**src/common/erd_pkg.sv**
```systemverilog
package erd_pkg;

    // ---------------------------------------------------------------
    // Register map (byte addresses on the register bus).
    // ---------------------------------------------------------------
    localparam logic [4:0]  OFS_CTRL      = 5'h00;
    localparam logic [4:0]  OFS_LIST_BASE = 5'h04;
    localparam logic [4:0]  OFS_STATUS    = 5'h08;
    localparam logic [4:0]  OFS_MASK      = 5'h0C;
    localparam logic [4:0]  OFS_CUR_DESC  = 5'h10;
    localparam logic [31:0] UNMAPPED_READ = 32'h0000_0000;

    // Control and status field positions.
    localparam int CTRL_CSUM_EN_BIT = 0;
    localparam int ST_RX_IRQ_BIT    = 0;
    localparam int ST_TS_DROP_BIT   = 1;
    localparam int ST_WRAP_BIT      = 2;
    localparam int ST_WIDTH         = 3;

    // Reset values.
    localparam logic [31:0]         LIST_BASE_RST = 32'h0000_0000;
    localparam logic [ST_WIDTH-1:0] MASK_RST      = 3'h0;

    // Descriptor word 1 fields.
    localparam int W1_SUPPRESS_BIT = 31;
    localparam int W1_RING_END_BIT = 15;
    localparam int W1_CHAINED_BIT  = 14;
    localparam int W1_BS1_MSB      = 12;

    // Extended status word 4 fields.
    localparam int W4_TS_DROP_BIT  = 14;
    localparam int W4_PTP_V2_BIT   = 13;
    localparam int W4_PTP_ETH_BIT  = 12;
    localparam int W4_MTYPE_LSB    = 8;
    localparam int W4_IPV6_BIT     = 7;
    localparam int W4_IPV4_BIT     = 6;

    // A descriptor spans eight words, so sequential walking steps 32 bytes.
    localparam logic [31:0] DESC_STRIDE = 32'h0000_0020;

    // Descriptor as fetched from memory.
    typedef struct packed {
        logic [31:0] addr;    // Where this descriptor sits.
        logic [31:0] word1;   // Control word.
        logic [31:0] word2;   // First buffer pointer.
        logic [31:0] word3;   // Second buffer or next descriptor pointer.
    } erd_desc_t;

    // Per-frame facts from the receive path at end of frame.
    typedef struct packed {
        logic       ts_captured;  // A timestamp was taken.
        logic       fifo_overflow;// The receive FIFO overflowed.
        logic       ptp_v2;       // Version 2 message format.
        logic       ptp_over_eth; // Carried directly in Ethernet.
        logic [3:0] msg_type;     // PTP message type.
        logic       is_ipv6;      // IPv6 packet.
        logic       is_ipv4;      // IPv4 packet.
    } erd_frame_t;

endpackage : erd_pkg

```
**src/erd_rx_desc.sv**
```systemverilog
`timescale 1ns/1ps
module erd_rx_desc (
    input  wire logic               clock,        // 100 MHz system clock.
    input  wire logic               nrst,         // Asynchronous reset, active low.
    input  wire logic [4:0]         avs_address,  // Byte address.
    input  wire logic               avs_read,     // Read request.
    input  wire logic               avs_write,    // Write request.
    input  wire logic [31:0]        avs_writedata,// Write data.
    input  wire logic [3:0]         avs_byteenable,// Byte lanes.
    output logic [31:0]             avs_readdata, // Read data.
    output logic                    avs_waitrequest,// Stall.
    input  wire logic               desc_valid,   // Fetched descriptor present, one cycle.
    input  wire erd_pkg::erd_desc_t desc_in,      // Fetched descriptor.
    output logic                    plan_valid_q, // Decoded plan pulse.
    output logic [31:0]             buf1_addr_q,  // First buffer address.
    output logic [12:0]             buf1_size_q,  // First buffer size in bytes.
    output logic                    buf1_skip_q,  // First buffer is skipped.
    output logic [31:0]             buf2_addr_q,  // Second buffer address.
    output logic                    buf2_used_q,  // Second buffer is a buffer.
    output logic [31:0]             next_desc_q,  // Next descriptor address.
    input  wire logic               frame_end,    // Frame ended in current descriptor.
    input  wire erd_pkg::erd_frame_t frame_in,    // Facts for that frame.
    output logic                    wb_valid_q,   // Word 4 write-back pulse.
    output logic [31:0]             wb_word4_q,   // Extended status word.
    output logic                    irq_q         // Level interrupt.
);

    // ---------------------------------------------------------------
    // Register bus slave.
    // ---------------------------------------------------------------
    logic                        csum_en_q;
    logic [31:0]                 list_base_q;
    logic [erd_pkg::ST_WIDTH-1:0] status_q;
    logic [erd_pkg::ST_WIDTH-1:0] mask_q;
    logic [31:0]                 cur_desc_q;
    logic                        suppress_q;
    logic                        wait_q;
    logic                        req;
    logic                        wr_take;
    logic [31:0]                 rd_mux;

    assign req     = avs_read | avs_write;
    assign wr_take = avs_write & ~wait_q;

    // Read mux; unmapped addresses read as zero.
    always_comb begin
        case (avs_address)
            erd_pkg::OFS_CTRL:      rd_mux = {31'h0000_0000, csum_en_q};
            erd_pkg::OFS_LIST_BASE: rd_mux = list_base_q;
            erd_pkg::OFS_STATUS:    rd_mux = {29'h0000_0000, status_q};
            erd_pkg::OFS_MASK:      rd_mux = {29'h0000_0000, mask_q};
            erd_pkg::OFS_CUR_DESC:  rd_mux = cur_desc_q;
            default:                rd_mux = erd_pkg::UNMAPPED_READ;
        endcase
    end

    // Every access stalls exactly one cycle, so the data path is registered.
    always_ff @(posedge clock or negedge nrst) begin
        if (!nrst) begin
            wait_q       <= 1'b1;
            avs_readdata <= 32'h0000_0000;
        end else if (!wait_q) begin
            wait_q <= 1'b1;
        end else if (req) begin
            wait_q       <= 1'b0;
            avs_readdata <= rd_mux;
        end
    end

    assign avs_waitrequest = wait_q;

    // Configuration registers, written at the edge after the stall ends, while waitrequest is low.
    always_ff @(posedge clock or negedge nrst) begin
        if (!nrst) begin
            csum_en_q   <= 1'b0;
            list_base_q <= erd_pkg::LIST_BASE_RST;
            mask_q      <= erd_pkg::MASK_RST;
        end else if (wr_take) begin
            if (avs_byteenable[0]) begin
                case (avs_address)
                    erd_pkg::OFS_CTRL: csum_en_q <= avs_writedata[erd_pkg::CTRL_CSUM_EN_BIT];
                    erd_pkg::OFS_MASK: mask_q <= avs_writedata[erd_pkg::ST_WIDTH-1:0];
                    default:           ;
                endcase
            end
            if (avs_address == erd_pkg::OFS_LIST_BASE) begin
                for (int b = 0; b < 4; b++) begin
                    if (avs_byteenable[b]) list_base_q[8*b +: 8] <= avs_writedata[8*b +: 8];
                end
            end
        end
    end

    // ---------------------------------------------------------------
    // Descriptor decode.
    // ---------------------------------------------------------------
    logic ring_end;
    logic chained;

    assign ring_end = desc_in.word1[erd_pkg::W1_RING_END_BIT];
    assign chained  = desc_in.word1[erd_pkg::W1_CHAINED_BIT];

    // Only the documented control fields are looked at; reserved bits are dropped.
    always_ff @(posedge clock or negedge nrst) begin
        if (!nrst) begin
            plan_valid_q <= 1'b0;
            buf1_addr_q  <= 32'h0000_0000;
            buf1_size_q  <= 13'h0000;
            buf1_skip_q  <= 1'b0;
            buf2_addr_q  <= 32'h0000_0000;
            buf2_used_q  <= 1'b0;
            next_desc_q  <= 32'h0000_0000;
            cur_desc_q   <= 32'h0000_0000;
            suppress_q   <= 1'b0;
        end else begin
            plan_valid_q <= desc_valid;
            if (desc_valid) begin
                cur_desc_q  <= desc_in.addr;
                suppress_q  <= desc_in.word1[erd_pkg::W1_SUPPRESS_BIT];
                buf1_addr_q <= desc_in.word2;
                buf1_size_q <= desc_in.word1[erd_pkg::W1_BS1_MSB:0];
                buf1_skip_q <= (desc_in.word1[erd_pkg::W1_BS1_MSB:0] == 13'h0000);
                // A size off a multiple of four is a software fault; not trimmed.
                buf2_addr_q <= chained ? 32'h0000_0000 : desc_in.word3;
                buf2_used_q <= ~chained;
                if (ring_end) begin
                    next_desc_q <= list_base_q;
                end else if (chained) begin
                    next_desc_q <= desc_in.word3;
                end else begin
                    next_desc_q <= desc_in.addr + erd_pkg::DESC_STRIDE;
                end
            end
        end
    end

    // ---------------------------------------------------------------
    // Extended status write-back.
    // ---------------------------------------------------------------
    logic [31:0] word4;
    logic        ts_lost;

    assign ts_lost = frame_in.ts_captured & frame_in.fifo_overflow;

    // Reserved bits of the word are built as zero on purpose.
    always_comb begin
        word4 = 32'h0000_0000;
        word4[erd_pkg::W4_TS_DROP_BIT] = ts_lost;
        word4[erd_pkg::W4_PTP_V2_BIT]  = frame_in.ptp_v2;
        word4[erd_pkg::W4_PTP_ETH_BIT] = frame_in.ptp_over_eth;
        word4[erd_pkg::W4_MTYPE_LSB+3:erd_pkg::W4_MTYPE_LSB] = frame_in.msg_type;
        if (csum_en_q) begin
            word4[erd_pkg::W4_IPV6_BIT] = frame_in.is_ipv6;
            word4[erd_pkg::W4_IPV4_BIT] = frame_in.is_ipv4;
        end
    end

    always_ff @(posedge clock or negedge nrst) begin
        if (!nrst) begin
            wb_valid_q <= 1'b0;
            wb_word4_q <= 32'h0000_0000;
        end else begin
            wb_valid_q <= frame_end;
            if (frame_end) begin
                wb_word4_q <= word4;
            end
        end
    end

    // ---------------------------------------------------------------
    // Interrupt status, mask and line.
    // ---------------------------------------------------------------
    logic [erd_pkg::ST_WIDTH-1:0] ev;
    logic [erd_pkg::ST_WIDTH-1:0] clr;

    always_comb begin
        ev = '0;
        ev[erd_pkg::ST_RX_IRQ_BIT]  = frame_end & ~suppress_q;
        ev[erd_pkg::ST_TS_DROP_BIT] = frame_end & ts_lost;
        ev[erd_pkg::ST_WRAP_BIT]    = desc_valid & ring_end;
        clr = '0;
        if (wr_take && avs_address == erd_pkg::OFS_STATUS && avs_byteenable[0]) begin
            clr = avs_writedata[erd_pkg::ST_WIDTH-1:0];
        end
    end

    // A set in the same cycle as a clear wins, so no event is lost.
    always_ff @(posedge clock or negedge nrst) begin
        if (!nrst) begin
            status_q <= '0;
            irq_q    <= 1'b0;
        end else begin
            status_q <= (status_q & ~clr) | ev;
            irq_q    <= |(((status_q & ~clr) | ev) & mask_q);
        end
    end

    // ---------------------------------------------------------------
    // Checks.
    // ---------------------------------------------------------------
    property p_suppress;
        @(posedge clock) disable iff (!nrst)
        (frame_end && suppress_q && !status_q[erd_pkg::ST_RX_IRQ_BIT] && !clr[0])
            |=> !status_q[erd_pkg::ST_RX_IRQ_BIT];
    endproperty
    a_suppress: assert property (p_suppress) else $error("suppressed frame set rx flag");

    property p_rx_set;
        @(posedge clock) disable iff (!nrst)
        (frame_end && !suppress_q) |=> status_q[erd_pkg::ST_RX_IRQ_BIT];
    endproperty
    a_rx_set: assert property (p_rx_set) else $error("rx flag not set");

    property p_wrap;
        @(posedge clock) disable iff (!nrst)
        (desc_valid && ring_end) |=> (next_desc_q == $past(list_base_q));
    endproperty
    a_wrap: assert property (p_wrap) else $error("ring end did not wrap");

    property p_chain;
        @(posedge clock) disable iff (!nrst)
        (desc_valid && chained && !ring_end) |=> (next_desc_q == $past(desc_in.word3))
            && !buf2_used_q;
    endproperty
    a_chain: assert property (p_chain) else $error("chained pointer wrong");

    property p_skip;
        @(posedge clock) disable iff (!nrst)
        desc_valid |=> (buf1_skip_q == ($past(desc_in.word1[12:0]) == 13'h0000));
    endproperty
    a_skip: assert property (p_skip) else $error("skip flag mismatch");

    property p_buf1;
        @(posedge clock) disable iff (!nrst)
        desc_valid |=> plan_valid_q && (buf1_addr_q == $past(desc_in.word2));
    endproperty
    a_buf1: assert property (p_buf1) else $error("buffer address wrong");

    property p_tsdrop;
        @(posedge clock) disable iff (!nrst)
        frame_end |=> wb_valid_q && (wb_word4_q[erd_pkg::W4_TS_DROP_BIT]
            == $past(frame_in.ts_captured && frame_in.fifo_overflow));
    endproperty
    a_tsdrop: assert property (p_tsdrop) else $error("timestamp drop bit wrong");

    property p_ptp;
        @(posedge clock) disable iff (!nrst)
        frame_end |=> (wb_word4_q[erd_pkg::W4_PTP_V2_BIT] == $past(frame_in.ptp_v2))
            && (wb_word4_q[erd_pkg::W4_PTP_ETH_BIT] == $past(frame_in.ptp_over_eth));
    endproperty
    a_ptp: assert property (p_ptp) else $error("ptp bits wrong");

    property p_ipbits;
        @(posedge clock) disable iff (!nrst)
        (frame_end && !csum_en_q) |=> (wb_word4_q[7:6] == 2'h0);
    endproperty
    a_ipbits: assert property (p_ipbits) else $error("ip bits set while offload off");

    property p_reserved;
        @(posedge clock) disable iff (!nrst)
        wb_valid_q |-> (wb_word4_q[31:15] == 17'h00000) && (wb_word4_q[5:0] == 6'h00);
    endproperty
    a_reserved: assert property (p_reserved) else $error("reserved bits nonzero");

endmodule : erd_rx_desc

```
**config.mk**
```make
export PLATFORM = sky130hd
export DESIGN_NAME = erd_rx_desc
export DESIGN_NICKNAME = d
export VERILOG_FILES = /design/src/common/erd_pkg.sv /design/src/erd_rx_desc.sv
export SDC_FILE = /design/constraint.sdc
export NUM_CORES = 1
export LEC_CHECK = 0
export ABC_AREA = 1
export BUFFER_PORTS_ARGS = -buffer_cell sky130_fd_sc_hd__buf_4
export CAP_MARGIN = 20
export CORE_MARGIN = 4
export CORE_UTILIZATION = 45
export CTS_BUF_LIST = sky130_fd_sc_hd__clkbuf_16
export DETAILED_ROUTE_END_ITERATION = 10
export PLACE_DENSITY = 0.73
export SYNTH_ARGS = -nofsm -noshare
export SYNTH_HDL_FRONTEND = slang
export SYNTH_SLANG_ARGS = --single-unit
export TNS_END_PERCENT = 20
```
**constraint.sdc**
```tcl
create_clock -name clock -period 1.9 [get_ports clock]
set_input_delay 0.57 -clock clock [delete_from_list [all_inputs] [get_ports clock]]
set_output_delay 0.57 -clock clock [all_outputs]
set_load 0.05 [all_outputs]
```
==> impl_metrics.py, run 1 <==
metrics = {
    "power_and_ir_drop": {
        "p_per_area_nw_per_um2": 919.5,
        "irDropWorstVdd_mv": 0.7148,
        "p_leak_nw": 7.654,
    },
    "worst_setup_path": {
        "worstPathRequired_ps": 1330,
        "path_buf_inv": 1,
        "cp_slowest_stage_delay_ps": 530,
        "crit_arrival_ps": 1250,
        "critPathTopFamily": "flip-flops",
        "end_kind": "output port",
        "crit_slowest_cell": "dfstp_2",
        "cp_cell_sequence": "buf_4",
        "cp_max_fo": 2,
        "path_class": "flop to output port",
        "startpoint_type": "flop",
    },
    "drt": {
        "drc": 0,
        "firstDrtPassIters": 6,
        "wirelength_mm": 32.89,
        "viasPerCell": 4.933,
        "post_drt_wl_per_cell_um": 16.78,
        "drtIter0Drc": 699,
        "ant_nets": 0,
        "vias": 9669,
    },
    "cts": {
        "htreeDepth": 1,
        "tritoncts": "built",
        "holdBufCountCts": 1,
        "clkTransAtPathRegs_ps": 60,
        "cts.repair.resized": 0,
        "cts_setup_buffers": 0,
        "cts.sinks": 228,
        "cts-root-buf": "clkbuf_16",
        "cts_buffers": 26,
        "clock_latency_ps": 520,
        "clock_path_buffers": 3,
    },
    "finish": {
        "nNetsFinal": 1814,
        "multi_input_area_sq_um": 3915,
        "drive_gt1_frac": 0.2720,
        "n_antenna_cell": 0,
        "utilization": 0.6249,
        "regArea_sq_um": 5707,
        "fin_cells": 1960,
        "nFillCells": 2063,
        "finalInstanceArea_sq_um": 14280,
        "area_growth_syn_to_layout_pct": 35.61,
    },
    "floorplanning": {
        "num_rows": 55,
        "core-area_sq_um": 22850,
        "die_w_um": 161.0,
        "die_y_um": 161.0,
        "start_util": 0.4608,
        "ios": 364,
        "die_area_sq_um": 25910,
    },
    "timing": {
        "finalMaxSlewViolations": 0,
        "setup_viol": 0,
        "clock_skew_ps": 13.81,
        "rsz0062_at_grt": "false",
        "timing.slew.headroom": 0.6530,
        "worst_slew_pin_slew_ps": 520.4,
        "fin_setup_tns_ps": 0,
        "finalWorstSetupSlack_ps": 79.91,
        "finalHoldViolCount": 0,
        "fmax_ghz": 0.5494,
        "final.period_utilization": 0.9579,
        "period_needed_ps": 1820,
    },
    "run_status": {
        "outcome": "completed",
    },
    "place": {
        "dpl_worst_slack_ps": -68.23,
        "gp_congestion": 0.9058,
        "placed_cells": 1912,
        "place_area_sq_um": 13460,
        "portBuffers": 324,
        "dp_hpwl_mm": 24.38,
    },
    "logic_synthesis": {
        "synth_cell_types": 36,
        "syn_inst": 1294,
        "syn_area_per_cell_sq_um": 8.136,
        "seq_area_frac_synth": 0.5421,
        "synth_area_sq_um": 10530,
        "ys_warn_count": 0,
        "ys_ff_latch": 228,
    },
    "min_path": {
        "hold_class": "primary input to flop",
    },
    "grt": {
        "grt_pass1_wl_mm": 51.51,
        "grt-ovfl-total": 0,
        "antenna_found_initial": 0,
        "grt_pass1_vias": 9372,
        "track_usage": 0.2467,
        "grt_max_degree": 117,
    },
    "job": {
        "cap_violations": 0,
    },
}
==> final timing paths <==
check | start | end | slack, ps | cells past startpoint
min in group asynchronous | nrst | avs_readdata[3] | 530 | 2
worst min register to register | buf1_addr_q[4] | buf1_addr_q[4] | 470 | 2
worst min-delay path | desc_in[95] | suppress_q | 250 | 3
worst max-delay path | avs_waitrequest | avs_waitrequest | 80 | 1
worst max register to register | avs_waitrequest | avs_readdata[0] | 220 | 6
max in group asynchronous | nrst | buf1_addr_q[11] | 790 | 3
==> per-layer routing <==
metal / routed length [um] / track usage
met1: 14110 / 0.3447
met2: 15170 / 0.3981
met3: 2445 / 0.04054
met4: 1161 / 0.07600
met5: 0 / 0
==> placed cells by master (no fill, tap or decap), types with 2 or more instances in the layout <==
cell        netlist  routed
a21oi_1          33      33
a21oi_2          19      19
buf_12            0      12
buf_4            23     350
clkbuf_16         0      27
clkinv_1          1       4
clkinv_2          0       7
clkinvlp_4        0       4
conb_1            1      23
dfrtp_1         227     227
inv_1           145     150
mux2_2            6       6
nand2_1         461     461
nand3_1          54      54
nand3b_1          2       2
nand4_1           7       7
nand4_4           3       3
nor2_1           69      69
nor2_2           10      10
nor2_4            2       2
nor4_1            3       3
o211ai_1          2       2
o21ai_0         112     112
o21ai_1          11      11
o21bai_1          2       2
o221ai_1          7       7
o22ai_1          24      24
xnor2_1           2       2
xor2_1            3       3
==> sequential cells by signal, indices dropped and copies added, names as in the netlist <==
name and count:
suppress_q 1, buf1_addr_q 32, csum_en_q 1, avs_waitrequest 1, buf2_addr_q 32, status_q 3, list_base_q 32, avs_readdata 32
plan_valid_q 1, irq_q 1, wb_valid_q 1, buf1_skip_q 1, wb_word4_q 9, cur_desc_q 32, next_desc_q 32, buf1_size_q 13
buf2_used_q 1, mask_q 3
==> kinds of logic after synthesis <==
family	count (synthesis)	share of synthesized area
DFF	228	0.5421
and+or+nand+nor	613	0.2384
muxes	6	0.006417
AOI/OAI and AO/OA	211	0.1135
buffers and inverters	229	0.09389
other	1	0.0003562
adders and majority gates	1	0.001188
xor gates and xnor gates	5	0.004160
==> cells in the mapped netlist <==
| cell | count | area share |
|---|---|---|
| nand3_4 | 1 | 0.0017 |
| o211ai_1 | 2 | 0.0014 |
| o21ai_1 | 11 | 0.0052 |
| dfrtp_1 | 227 | 0.54 |
| clkinv_1 | 1 | 0.00036 |
| dfstp_2 | 1 | 0.0025 |
| nand2_1 | 461 | 0.16 |
| clkinv_4 | 1 | 0.00083 |
| inv_2 | 2 | 0.00071 |
| nand2_2 | 1 | 0.00059 |
| nand3_1 | 54 | 0.026 |
| nand4_1 | 7 | 0.0042 |
| a31oi_1 | 1 | 0.00059 |
| nand4_4 | 3 | 0.0061 |
| buf_1 | 9 | 0.0032 |
| conb_1 | 1 | 0.00036 |
| buf_2 | 12 | 0.0057 |
| nor2_1 | 69 | 0.025 |
| a21oi_2 | 19 | 0.016 |
| o21bai_1 | 2 | 0.0014 |
| xor2_1 | 3 | 0.0025 |
| buf_6 | 3 | 0.0032 |
| buf_4 | 23 | 0.016 |
| nand3b_1 | 2 | 0.0014 |
| ha_1 | 1 | 0.0012 |
| o21ai_0 | 112 | 0.053 |
| mux2_2 | 6 | 0.0064 |
| o22ai_1 | 24 | 0.014 |
| o221ai_1 | 7 | 0.0058 |
| a21oi_1 | 33 | 0.016 |
| nor2_4 | 2 | 0.0021 |
| nor2_2 | 10 | 0.0059 |
| xnor2_1 | 2 | 0.0017 |
| clkbuf_1 | 33 | 0.012 |
| nor4_1 | 3 | 0.0018 |
| inv_1 | 145 | 0.052 |
==> layout make-up <==
class / count / share of cell area
flip-flops and latches: 228 / 0.3997
clock inverters: 20 / 0.009027
well taps: 313 / 0.02743
inverters: 149 / 0.03961
clock buffers: 27 / 0.04733
repair buffers: 364 / 0.2026
multi-input cells: 859 / 0.2742
==> per-stage QoR <==
stage                     total power (W)  hold slack (ps)
final                             0.01313            248.4
after CTS                         0.01323            233.5
after detailed placement         0.008528            459.6
after global placement           0.008490            454.5
after global routing              0.01369            245.4
after floorplan                  0.007296            274.4
==> report_power, final <==
part	internal [W]	leakage (nW)	total (W)	switching, W
Combinational	0.000926	4.47	0.00297	0.00204
Sequential	0.00526	2.78	0.00547	0.000210
Clock	0.00270	0.407	0.00469	0.00199
Total	0.00889	7.65	0.0131	0.00424
Power figures use the tool's default switching activity.
==> run 2, diff against run 1 <==
- clock period: 1.9 -> 2 ns (I/O delays scaled with it)
==> impl_metrics.py, run 2 (synthesis gave the netlist of run 1 again) <==
metrics = {
    "floorplanning": {
        "die_w_um": 161.0,
        "ios": 364,
        "num_rows": 55,
        "start_util": 0.4608,
        "core-area_sq_um": 22850,
        "die_area_sq_um": 25910,
        "die_y_um": 161.0,
    },
    "cts": {
        "htreeDepth": 1,
        "cts_buffers": 24,
        "clock_path_buffers": 3,
        "clock_latency_ps": 510,
        "clkTransAtPathRegs_ps": 60,
        "tritoncts": "built",
        "cts.sinks": 228,
        "cts-root-buf": "clkbuf_16",
    },
    "finish": {
        "final_common_cell": "nand2_1",
        "utilization": 0.6171,
        "nNetsFinal": 1807,
        "area_growth_syn_to_layout_pct": 33.92,
        "finalInstanceArea_sq_um": 14100,
        "drive_gt1_frac": 0.2631,
        "layout_common_cells": "nand2_1 (461), buf_4 (348), dfrtp_1 (227)",
    },
    "timing": {
        "final.period_utilization": 0.9160,
        "timing.slew.headroom": 0.6525,
        "fin_setup_tns_ps": 0,
        "clock_skew_ps": 7.720,
        "finalMaxSlewViolations": 0,
        "finalHoldViolCount": 0,
        "setup_viol": 0,
        "fmax_ghz": 0.5459,
        "worst_slew_pin_slew_ps": 521.2,
        "hold_ws_ps": 288.2,
        "period_needed_ps": 1832,
        "rsz0062_at_grt": "false",
    },
    "drt": {
        "vias": 9650,
        "firstDrtPassIters": 7,
        "viasPerCell": 4.944,
        "post_drt_wl_per_cell_um": 16.92,
        "wirelength_mm": 33.03,
        "drtIter0Drc": 810,
        "drc": 0,
        "ant_nets": 0,
    },
    "place": {
        "portBuffers": 324,
        "dp_hpwl_mm": 24.72,
        "place_area_sq_um": 13390,
        "gp_congestion": 0.9036,
    },
    "worst_setup_path": {
        "path_class": "flop to output port",
        "cp_slowest_stage_delay_ps": 530,
        "crit_arrival_ps": 1230,
        "worstPathRequired_ps": 1400,
        "worst-r2r-setup-slack_ps": 450,
        "end_kind": "output port",
        "crit_slowest_cell": "dfstp_2",
        "cp_max_fo": 2,
        "startpoint_type": "flop",
        "path_buf_inv": 1,
        "critPathTopFamily": "flip-flops",
        "cp_cell_sequence": "buf_4",
    },
    "grt": {
        "antenna_found_initial": 1,
        "grt_pass1_vias": 9574,
        "grt_pass1_wl_mm": 51.41,
        "grt-ovfl-total": 0,
        "grt_max_degree": 117,
        "track_usage": 0.2461,
    },
    "run_status": {
        "outcome": "completed",
    },
    "job": {
        "cap_violations": 0,
    },
    "power_and_ir_drop": {
        "p_per_area_nw_per_um2": 854.4,
        "irDropWorstVdd_mv": 0.5232,
        "pwr-share-seq": 0.431,
        "p_int_w": 0.008099,
        "fin_total_pwr_w": 0.01205,
        "p_leak_nw": 7.573,
        "pwr-share-comb": 0.233,
        "p_sw_frac": 0.3276,
        "clock_power_share": 0.336,
        "p_switching_w": 0.003947,
    },
    "min_path": {
        "hold_class": "primary input to flop",
    },
}
run 2: worst paths after layout:
| check | cells after the start | to | startpoint |
|---|---|---|---|
| setup / recovery | 1 | avs_waitrequest | avs_waitrequest |
| hold / removal | 3 | buf1_addr_q[22] | desc_in[54] |
| setup reg to reg | 6 | list_base_q[7] | avs_waitrequest |
| hold reg to reg | 2 | buf1_size_q[6] | buf1_size_q[6] |
| max in group asynchronous | 3 | avs_readdata[11] | nrst |
| min in group asynchronous | 2 | status_q[1] | nrst |
run 2: per-stage QoR:
| step | setup WS, ps | cells |
|---|---|---|
| 4_1_cts | 154.0 | 1951 |
| 3_5_place_dp | 17.10 | 1907 |
| 3_3_place_gp | 29.73 | 1907 |
| 5_1_grt | 145.4 | 1952 |
| 2_1_floorplan | 333.2 | 1316 |
| 6_report | 168.1 | 1952 |
run 2: layout make-up:
class                      count  area [sq um]
multi-input combinational    859          3915
clock buffer                  25         625.6
clock inverter                18         73.82
fill                        2086          8748
antenna                        1         2.502
tap                          313         391.6
timing repair buffer         359          2818
sequential                   228          5707
inverter                     149         565.5
run 2: power by group through the flow:
stage | combinational [W] | clock (W) | sequential, W
after floorplan | 0.000776 | 0 | 0.00616
after global placement | 0.00279 | 0 | 0.00526
after detailed placement | 0.00282 | 0 | 0.00527
after CTS | 0.00283 | 0.00412 | 0.00519
after global routing | 0.00301 | 0.00431 | 0.00524
final | 0.00281 | 0.00404 | 0.00519
run 2: repair_timing:
action	in CTS	in global routing
setup buffers	0	0
hold endpoints to repair	37	0
setup endpoints to repair	0	0
resized for setup	0	0
hold buffers	1	0
run 2: layer usage:
layer,routed length (um),GRT usage,vias to the layer above
li1,-,-,4671
met1,14040,0.3390,4511
met2,15230,0.3945,397
met3,2585,0.04542,71
met4,1168,0.08492,0
met5,0,0,-
